**src/dil_params.svh**
```systemverilog
// offsets, field positions, encodings and reset values of the immediate dma channel
`ifndef DIL_PARAMS_SVH
`define DIL_PARAMS_SVH
// ----------------------------------------
// register byte offsets
// ----------------------------------------
`define DIL_OFS_CTRL 8'h00
`define DIL_OFS_STS 8'h04
`define DIL_OFS_CFG 8'h08
`define DIL_OFS_DPL 8'h0C
`define DIL_OFS_DPH 8'h10
`define DIL_OFS_NDL 8'h14
`define DIL_OFS_NDH 8'h18
// ----------------------------------------
// register bit positions
// ----------------------------------------
`define DIL_CTRL_RUN 0
`define DIL_STS_HALT 0
`define DIL_STS_FIN 1
`define DIL_STS_CHAIN 2
`define DIL_STS_ERR 3
`define DIL_STS_BUSY 4
`define DIL_CFG_NOST_L 0
`define DIL_CFG_NOST_H 1
`define DIL_CFG_NOCH_L 2
`define DIL_CFG_NOCH_H 3
`define DIL_CFG_RESET 4'h0
// ----------------------------------------
// descriptor layout and encodings
// ----------------------------------------
`define DIL_D_FINAL 4
`define DIL_D_TC_LO 8
`define DIL_D_RO 11
`define DIL_D_NS 12
`define DIL_D_NOTIFY 26
`define DIL_D_ST_LO 27
`define DIL_D_KIND_LO 29
`define DIL_KIND_IMM 3'h2
`define DIL_ST_DONE 2'h1
`define DIL_ST_ERR 2'h3
`define DIL_LEN_MAX 4'h8
`define DIL_LEN_HI 4'h5
`define DIL_DESC_DW 4'h8
`define DIL_PAGE 13'h1000
`define DIL_BE_STATUS 4'h8
`endif

```
**src/dil_pkg.sv**
```systemverilog
// types shared by the immediate dma channel
package dil_pkg;
   // ----------------------------------------
   // request toward the express port
   // ----------------------------------------
   typedef struct packed {
      logic is_write;
      logic addr64;
      logic [63:2] addr;
      logic [3:0] len_dw;
      logic [3:0] first_be;
      logic [3:0] last_be;
      logic [2:0] tc;
      logic ro;
      logic ns;
      logic [95:0] data;
   } dil_tlp_type;

   // ----------------------------------------
   // channel sequencer states
   // ----------------------------------------
   typedef enum logic [6:0] {
      S_IDLE = 7'b0000001,
      S_FETCH = 7'b0000010,
      S_LOAD = 7'b0000100,
      S_CHECK = 7'b0001000,
      S_WRITE = 7'b0010000,
      S_WBACK = 7'b0100000,
      S_NEXT = 7'b1000000
   } dil_state_type;
endpackage

```
**src/dil_immediate_dma.sv**
```systemverilog
// immediate-write dma channel with descriptor list walking
//
// Chosen here: the address map and strobed register access.
`timescale 1ns/1ps
`include "dil_params.svh"
module dil_immediate_dma (
   input wire logic CLK,
   input wire logic RESET,
   input wire logic [7:0] ADDR,
   input wire logic [31:0] WDATA,
   input wire logic WR,
   input wire logic RD,
   output logic [31:0] RDATA,
   output dil_pkg::dil_tlp_type REQ,
   output logic REQ_VALID,
   input wire logic REQ_READY,
   input wire logic CPL_VALID,
   input wire logic [31:0] CPL_DATA
);
   import dil_pkg::*;

   dil_state_type state_q;
   logic run_q;
   logic [4:0] sts_q;
   logic [3:0] cfg_q;
   logic [31:0] dpl_q;
   logic [31:0] dph_q;
   logic [31:0] ndl_q;
   logic [31:0] ndh_q;
   logic [31:0] desc_q [0:7];
   logic [2:0] cpl_idx_q;
   logic bad_q;
   logic [63:0] dst_q;
   logic [63:0] pay_q;
   logic [3:0] rem_q;

   // ----------------------------------------
   // software writes and start conditions
   // ----------------------------------------
   logic wr_ctrl, wr_sts, wr_cfg, wr_dpl, wr_dph, wr_ndl, wr_ndh;
   logic nz, idle_ok, st_run, st_dl, st_dh, st_chl, st_chh, sw_chain, start;
   logic [63:0] nd_wr;
   assign wr_ctrl = WR && ADDR == `DIL_OFS_CTRL;
   assign wr_sts = WR && ADDR == `DIL_OFS_STS;
   assign wr_cfg = WR && ADDR == `DIL_OFS_CFG;
   assign wr_dpl = WR && ADDR == `DIL_OFS_DPL;
   assign wr_dph = WR && ADDR == `DIL_OFS_DPH;
   assign wr_ndl = WR && ADDR == `DIL_OFS_NDL;
   assign wr_ndh = WR && ADDR == `DIL_OFS_NDH;
   assign nz = WDATA != 32'h0;
   assign idle_ok = !run_q && !sts_q[`DIL_STS_ERR] && state_q == S_IDLE;
   assign st_run = wr_ctrl && WDATA[`DIL_CTRL_RUN] && idle_ok;
   assign st_dl = wr_dpl && nz && !cfg_q[`DIL_CFG_NOST_L] && idle_ok;
   assign st_dh = wr_dph && nz && !cfg_q[`DIL_CFG_NOST_H] && idle_ok;
   assign st_chl = wr_ndl && nz && !cfg_q[`DIL_CFG_NOCH_L] && idle_ok;
   assign st_chh = wr_ndh && nz && !cfg_q[`DIL_CFG_NOCH_H] && idle_ok;
   assign sw_chain = st_chl || st_chh;
   assign start = st_run || st_dl || st_dh || sw_chain;
   assign nd_wr = {wr_ndh ? WDATA : ndh_q, wr_ndl ? WDATA : ndl_q};

   // ----------------------------------------
   // descriptor decode
   // ----------------------------------------
   logic [3:0] len_f;
   logic len_ok, kind_ok, final_f, notify_f;
   logic [63:0] next_f;
   logic last, chain_ok;
   assign len_f = desc_q[1][3:0];
   assign len_ok = len_f != 4'h0 && len_f <= `DIL_LEN_MAX;
   assign kind_ok = desc_q[0][`DIL_D_KIND_LO +: 3] == `DIL_KIND_IMM;
   assign final_f = desc_q[0][`DIL_D_FINAL];
   assign notify_f = desc_q[0][`DIL_D_NOTIFY];
   // next address from words 6 and 7
   assign next_f = {desc_q[7], desc_q[6]};
   assign last = final_f || next_f == 64'h0;
   assign chain_ok = (ndh_q != 32'h0 && !cfg_q[`DIL_CFG_NOCH_H]) ||
                     (ndl_q != 32'h0 && !cfg_q[`DIL_CFG_NOCH_L]);

   // ----------------------------------------
   // write chunk shaping
   // ----------------------------------------
   logic [12:0] room;
   logic [3:0] n;
   logic [1:0] lane;
   logic [15:0] ones;
   logic [15:0] mask;
   logic [3:0] len_dw;
   logic [3:0] last_be;
   assign room = `DIL_PAGE - {1'b0, dst_q[11:0]};
   // clip at the 4 KB page end
   assign n = (room < {9'h0, rem_q}) ? room[3:0] : rem_q;
   assign lane = dst_q[1:0];
   assign ones = (16'h0001 << n) - 16'h0001;
   assign mask = ones << lane;
   assign len_dw = 4'((5'(lane) + 5'(n) + 5'h03) >> 2);
   always_comb begin
      case (len_dw)
         4'h2: last_be = mask[7:4];
         4'h3: last_be = mask[11:8];
         default: last_be = 4'h0;
      endcase
   end

   // ----------------------------------------
   // sequencer events
   // ----------------------------------------
   logic iss_rd, iss_wr, iss_wb;
   logic ev_fin, ev_adv, ev_chain, ev_halt, ev_err;
   assign iss_rd = state_q == S_FETCH && !REQ_VALID;
   assign iss_wr = state_q == S_WRITE && !REQ_VALID && rem_q != 4'h0;
   assign iss_wb = state_q == S_WBACK && !REQ_VALID;
   assign ev_fin = iss_wb && !bad_q && notify_f;
   assign ev_adv = state_q == S_NEXT && !bad_q && !last;
   assign ev_chain = state_q == S_NEXT && !bad_q && last && chain_ok;
   assign ev_err = state_q == S_NEXT && bad_q;
   assign ev_halt = state_q == S_NEXT && !ev_adv && !ev_chain;

   // ----------------------------------------
   // channel sequencer
   // ----------------------------------------
   always_ff @(posedge CLK) begin
      if (RESET) begin
         state_q <= S_IDLE;
      end else begin
         case (state_q)
            S_IDLE: begin
               if (start) begin
                  state_q <= S_FETCH;
               end
            end
            S_FETCH: begin
               if (iss_rd) begin
                  state_q <= S_LOAD;
               end
            end
            S_LOAD: begin
               if (CPL_VALID && cpl_idx_q == 3'h7) begin
                  state_q <= S_CHECK;
               end
            end
            S_CHECK: begin
               state_q <= (kind_ok && len_ok) ? S_WRITE : S_WBACK;
            end
            S_WRITE: begin
               if (!REQ_VALID && rem_q == 4'h0) begin
                  state_q <= S_WBACK;
               end
            end
            S_WBACK: begin
               if (iss_wb) begin
                  state_q <= S_NEXT;
               end
            end
            S_NEXT: begin
               state_q <= (ev_adv || ev_chain) ? S_FETCH : S_IDLE;
            end
            default: state_q <= S_IDLE;
         endcase
      end
   end

   // ----------------------------------------
   // completion capture
   // ----------------------------------------
   always_ff @(posedge CLK) begin
      if (RESET) begin
         cpl_idx_q <= 3'h0;
      end else if (state_q != S_LOAD) begin
         cpl_idx_q <= 3'h0;
      end else if (CPL_VALID) begin
         cpl_idx_q <= cpl_idx_q + 3'h1;
      end
   end

   genvar gi;
   generate
      for (gi = 0; gi < 8; gi++) begin : g_desc
         always_ff @(posedge CLK) begin
            if (RESET) begin
               desc_q[gi] <= 32'h0;
            end else if (state_q == S_LOAD && CPL_VALID && cpl_idx_q == 3'(gi)) begin
               desc_q[gi] <= CPL_DATA;
            end
         end
      end
   endgenerate

   // ----------------------------------------
   // payload and destination walk
   // ----------------------------------------
   always_ff @(posedge CLK) begin
      if (RESET) begin
         bad_q <= 1'b0;
         dst_q <= 64'h0;
         pay_q <= 64'h0;
         rem_q <= 4'h0;
      end else if (state_q == S_CHECK) begin
         bad_q <= !(kind_ok && len_ok);
         // destination from words 4 and 5
         dst_q <= {desc_q[5], desc_q[4]};
         // low word carries bytes one to four
         pay_q[31:0] <= desc_q[2];
         // high word only for five or more
         pay_q[63:32] <= (len_f >= `DIL_LEN_HI) ? desc_q[3] : 32'h0;
         rem_q <= (kind_ok && len_ok) ? len_f : 4'h0;
      end else if (iss_wr) begin
         dst_q <= dst_q + 64'(n);
         pay_q <= pay_q >> {n, 3'b000};
         rem_q <= rem_q - n;
      end
   end

   // ----------------------------------------
   // request output toward the express port
   // ----------------------------------------
   always_ff @(posedge CLK) begin
      if (RESET) begin
         REQ <= '0;
         REQ_VALID <= 1'b0;
      end else if (iss_rd) begin
         REQ <= '0;
         REQ.addr <= {dph_q, dpl_q[31:2]};
         REQ.addr64 <= dph_q != 32'h0;
         REQ.len_dw <= `DIL_DESC_DW;
         REQ.first_be <= 4'hF;
         REQ.last_be <= 4'hF;
         REQ_VALID <= 1'b1;
      end else if (iss_wr) begin
         REQ.is_write <= 1'b1;
         REQ.addr <= dst_q[63:2];
         REQ.addr64 <= dst_q[63:32] != 32'h0;
         REQ.len_dw <= len_dw;
         REQ.first_be <= mask[3:0];
         REQ.last_be <= last_be;
         REQ.tc <= desc_q[0][`DIL_D_TC_LO +: 3];
         REQ.ro <= desc_q[0][`DIL_D_RO];
         REQ.ns <= desc_q[0][`DIL_D_NS];
         REQ.data <= 96'({32'h0, pay_q} << {lane, 3'b000});
         REQ_VALID <= 1'b1;
      end else if (iss_wb) begin
         REQ.is_write <= 1'b1;
         REQ.addr <= {dph_q, dpl_q[31:2]};
         REQ.addr64 <= dph_q != 32'h0;
         REQ.len_dw <= 4'h1;
         REQ.first_be <= `DIL_BE_STATUS;
         REQ.last_be <= 4'h0;
         REQ.tc <= 3'h0;
         REQ.ro <= 1'b0;
         REQ.ns <= 1'b0;
         REQ.data <= {64'h0, desc_q[0][31:29], bad_q ? `DIL_ST_ERR : `DIL_ST_DONE,
                      desc_q[0][26:0]};
         REQ_VALID <= 1'b1;
      end else if (REQ_READY) begin
         REQ_VALID <= 1'b0;
      end
   end

   // ----------------------------------------
   // run bit and configuration
   // ----------------------------------------
   always_ff @(posedge CLK) begin
      if (RESET) begin
         run_q <= 1'b0;
         cfg_q <= `DIL_CFG_RESET;
      end else begin
         if (wr_cfg) begin
            cfg_q <= WDATA[3:0];
         end
         if (start) begin
            run_q <= 1'b1;
         end else if (ev_halt) begin
            run_q <= 1'b0;
         end
      end
   end

   // ----------------------------------------
   // status flags, set wins over clear
   // ----------------------------------------
   logic [3:0] sts_set;
   assign sts_set = {ev_err, ev_chain || sw_chain, ev_fin, ev_halt};
   always_ff @(posedge CLK) begin
      if (RESET) begin
         sts_q <= 5'h00;
      end else begin
         sts_q[3:0] <= (sts_q[3:0] & ~(wr_sts ? WDATA[3:0] : 4'h0)) | sts_set;
         sts_q[`DIL_STS_BUSY] <= state_q != S_IDLE;
      end
   end

   // ----------------------------------------
   // descriptor and next-list pointers
   // ----------------------------------------
   always_ff @(posedge CLK) begin
      if (RESET) begin
         dpl_q <= 32'h0;
         dph_q <= 32'h0;
         ndl_q <= 32'h0;
         ndh_q <= 32'h0;
      end else if (sw_chain || ev_chain) begin
         // chain loads pointer and clears next-list
         {dph_q, dpl_q} <= sw_chain ? nd_wr : {ndh_q, ndl_q};
         ndl_q <= 32'h0;
         ndh_q <= 32'h0;
      end else if (ev_adv) begin
         {dph_q, dpl_q} <= next_f;
      end else begin
         if (wr_dpl) begin
            dpl_q <= WDATA;
         end
         if (wr_dph) begin
            dph_q <= WDATA;
         end
         if (wr_ndl) begin
            ndl_q <= WDATA;
         end
         if (wr_ndh) begin
            ndh_q <= WDATA;
         end
      end
   end

   // ----------------------------------------
   // register read port
   // ----------------------------------------
   always_ff @(posedge CLK) begin
      if (RESET) begin
         RDATA <= 32'h0;
      end else if (RD) begin
         case (ADDR)
            `DIL_OFS_CTRL: RDATA <= {31'h0, run_q};
            `DIL_OFS_STS: RDATA <= {27'h0, sts_q};
            `DIL_OFS_CFG: RDATA <= {28'h0, cfg_q};
            `DIL_OFS_DPL: RDATA <= dpl_q;
            `DIL_OFS_DPH: RDATA <= dph_q;
            `DIL_OFS_NDL: RDATA <= ndl_q;
            `DIL_OFS_NDH: RDATA <= ndh_q;
            default: RDATA <= 32'h0;
         endcase
      end else begin
         RDATA <= 32'h0;
      end
   end
endmodule

```
**config.mk**
```make
export PLATFORM = sky130hd
export DESIGN_NAME = dil_immediate_dma
export DESIGN_NICKNAME = d
export VERILOG_FILES = /design/src/dil_pkg.sv /design/src/dil_immediate_dma.sv
export VERILOG_INCLUDE_DIRS = /design/src
export SDC_FILE = /design/constraint.sdc
export NUM_CORES = 2
export LEC_CHECK = 0
export BUFFER_PORTS_ARGS = -buffer_cell sky130_fd_sc_hd__buf_2
export CAP_MARGIN = 20
export CELL_PAD_IN_SITES_DETAIL_PLACEMENT = 1
export CELL_PAD_IN_SITES_GLOBAL_PLACEMENT = 2
export CORE_UTILIZATION = 38
export DETAILED_ROUTE_END_ITERATION = 8
export PLACE_DENSITY_LB_ADDON = 0.1
export SLEW_MARGIN = 20
export SYNTH_ARGS = -nofsm -noshare
export SYNTH_HDL_FRONTEND = slang
export SYNTH_SLANG_ARGS = --single-unit
```
**constraint.sdc**
```tcl
create_clock -name CLK -period 7.9 [get_ports CLK]
set_clock_uncertainty 0.1 [all_clocks]
set_input_delay 0.79 -clock CLK [delete_from_list [all_inputs] [get_ports CLK]]
set_output_delay 0.79 -clock CLK [all_outputs]
set_load 0.02 [all_outputs]
```
==> flow_summary.ini <==
[outcome]
outcome = completed

[floorplanning]
dieHeight_um = 298
initial_core_util = 0.384
die_area_um2 = 89000
die_w_um = 298
io_pins = 288
core_um2 = 86900
rows = 108

[sta]
setup_viol = 0
drv_slew = 0
slew_headroom = 0.246
fmax_mhz = 139
rsz0062_at_grt = false
timing.hold.ws_ns = 0.316
tns_ns = 0
layout_min_cycle_time_ns = 7.19
hold_viol = 0
max_slew.worst_pin.slew_ns = 1.13
fin_crit_sh = 0.911

[grt]
grt_overflow_total = 0
grt_max_degree = 97
grtUsageTotal = 0.338
grt_pass1_wl_um = 223000
grt_pass1_vias = 31002
antenna_found_initial = 25

[placement]
gp_congestion = 0.946
hpwl_um = 104000
port_buffers = 279
dpl_cell_area_um2 = 35500

[routing]
vias = 31508
drc = 0
drt_iter0_markers = 3602
drtPass1Iterations = 9
wl_per_cell_um = 31.1
drt-total-wl_um = 154000
antenna_left = 0
viasPerCell = 6.34

[synth]
synth_compound_area_frac = 0.188
ys_ff_latch = 709
synth.area.mux_share = 0.0493
synth_area_um2 = 33400
yosys_warnings = 0
synth_fa_ha_area_frac = 0.00698
synth_edf_count = 226
syn_area_per_cell_um2 = 9.19
seq_area_frac_synth = 0.493
async_flop_share = 0
ys.flop_type = dfxtp_1
synthDistinctLibCells = 84
syn-instance-count = 3628
synth-simple-area-share = 0.206
synth_top_family_by_area = simple AND/OR/NAND/NOR gates
synth_xor_area_frac = 0.0147

[setup_path]
startpoint = dst_q[1]$_SDFFE_PP0P_
crit_type = register to register
critPathMaxFanout = 26
required_ns = 8.33
timing.rr.start = dst_q[1]$_SDFFE_PP0P_
crit_arrival_ns = 7.63
startpoint_type = register
worstSetupEndpointType = register

[clocking]
htreeDepth = 3
cts_tree = built
cts_buffer_depth = 3
clock_latency_ns = 0.65
cts.clk_slew.worst_paths_ns = 0.07
cts_sinks = 709
postCtsHoldBufs = 0
cts_resized = 0
root_buffer = clkbuf_16
cts_setup_buffers = 0
numCtsBuffers = 82

[worst_hold_path]
worstHoldStart = REQ_READY
min_path_type = input port to register

[pwr]
p_leak_nw = 13.6
peakVddDrop_mv = 0.171
power-per-cell-area_nw_per_um2 = 208

[final_layout]
finalNetCount = 3831
fillCellCount = 9942
drive_gt1_frac = 0.147
final_cell_mix = 516 x nand2_1, 481 x dfxtp_1, 359 x nor2_1
area_delta_synth_final_pct = 14.5
final_util = 0.440
final_common_cell = nand2_1
final_area_um2 = 38200

[run]
cap_viol_max_count = 0
## per-stage QoR
| step | worst slack (ns) | total power (W) | cells |
|---|---|---|---|
| 2_1_floorplan | 1.69 | 0.00407 | 3635 |
| 3_3_place_gp | 0.922 | 0.00425 | 4805 |
| 3_5_place_dp | 0.758 | 0.00426 | 4805 |
| 4_1_cts | 0.699 | 0.00800 | 4955 |
| 5_1_grt | 0.220 | 0.00816 | 4959 |
| 6_report | 0.707 | 0.00795 | 4966 |
## metal layers
layer,global-route usage,vias to the layer above,part of all wire
li1,-,13661,-
met1,0.473,16196,0.43
met2,0.522,1405,0.45
met3,0.0679,240,0.086
met4,0.107,6,0.029
met5,0,-,0.00020
## critical path, cell delays in order, from the launching register on
cell and delay, ns:
dfxtp_2 0.32, clkinv_1 0.78, ha_1 0.62, xor2_1 0.34, clkinv_1 0.32, ha_1 0.37, a21oi_1 0.13, o21ai_1 0.19
a211oi_4 0.72, buf_4 0.35, a21boi_4 0.22, inv_2 0.13, ha_1 0.20, fa_1 0.29, o21ai_0 0.28, a2111oi_4 1.03
nand3_1 0.20, xor2_1 0.20, a211oi_1 0.26
## kinds of logic after synthesis
group | count (synthesis)
flops | 709
buf+inv | 349
other cells | 1
simple gates | 1479
compound gates | 888
fa+ha+maj | 18
mux | 128
xor+xnor | 56
## worst paths after layout
| path | end | slack (ns) | cells after the start |
|---|---|---|---|
| worst max-delay path | dst_q[58]$_SDFFE_PP0P_ | 0.71 | 18 |
| worst min-delay path | REQ_VALID$_SDFFE_PP0P_ | 0.32 | 3 |
| worst max register to register | dst_q[58]$_SDFFE_PP0P_ | 0.71 | 18 |
| worst min register to register | REQ[28]$_SDFFE_PP0P_ | 0.35 | 2 |
## final cells by class
cell class / instances / area (um^2) / area share
diodes: 10 / 25.0 / 0.000655
clock buffers: 121 / 2310 / 0.0605
clock inverters: 29 / 279 / 0.00730
inverters: 28 / 105 / 0.00275
multi-input cells: 2577 / 15700 / 0.412
flip-flops and latches: 709 / 16500 / 0.431
well taps: 1155 / 1450 / 0.0378
repair buffers: 337 / 1850 / 0.0485
## report_power, final
part / internal (W) / switching (W) / total (W)
sequential: 0.00382 / 0.0000502 / 0.00387
clock: 0.00211 / 0.00165 / 0.00377
combinational: 0.0000710 / 0.000246 / 0.000317
## cells in the mapped netlist (11+ instances only)
cell | count | area share
a211oi_1 | 118 | 0.027
a21oi_1 | 276 | 0.041
a221oi_1 | 27 | 0.0071
a222oi_1 | 68 | 0.020
a22oi_1 | 91 | 0.020
a311oi_1 | 113 | 0.030
and2_1 | 74 | 0.014
and3_1 | 181 | 0.034
buf_1 | 20 | 0.0023
buf_2 | 26 | 0.0039
clkbuf_1 | 265 | 0.030
dfxtp_1 | 483 | 0.29
edfxtp_1 | 226 | 0.20
ha_1 | 17 | 0.0064
inv_1 | 23 | 0.0026
mux2_2 | 15 | 0.0051
mux2i_1 | 84 | 0.025
mux4_2 | 27 | 0.018
nand2_1 | 518 | 0.058
nand3_1 | 116 | 0.017
nand4_1 | 32 | 0.0060
nor2_1 | 370 | 0.042
nor3_1 | 62 | 0.0093
nor4_1 | 66 | 0.012
o211ai_1 | 31 | 0.0070
o21ai_0 | 71 | 0.011
o22ai_1 | 11 | 0.0021
or3_1 | 13 | 0.0024
xnor2_1 | 32 | 0.0084
xor2_1 | 24 | 0.0063
## state kept, by name, summed over array words and instances, names as in the netlist, 7 cells and up
register  count
dst_q        64
dpl_q        32
ndl_q        32
desc_q      226
REQ         169
ndh_q        32
dph_q        32
pay_q        64
state_q       7
RDATA        32
No activity file was read; power rests on OpenSTA's default activity.
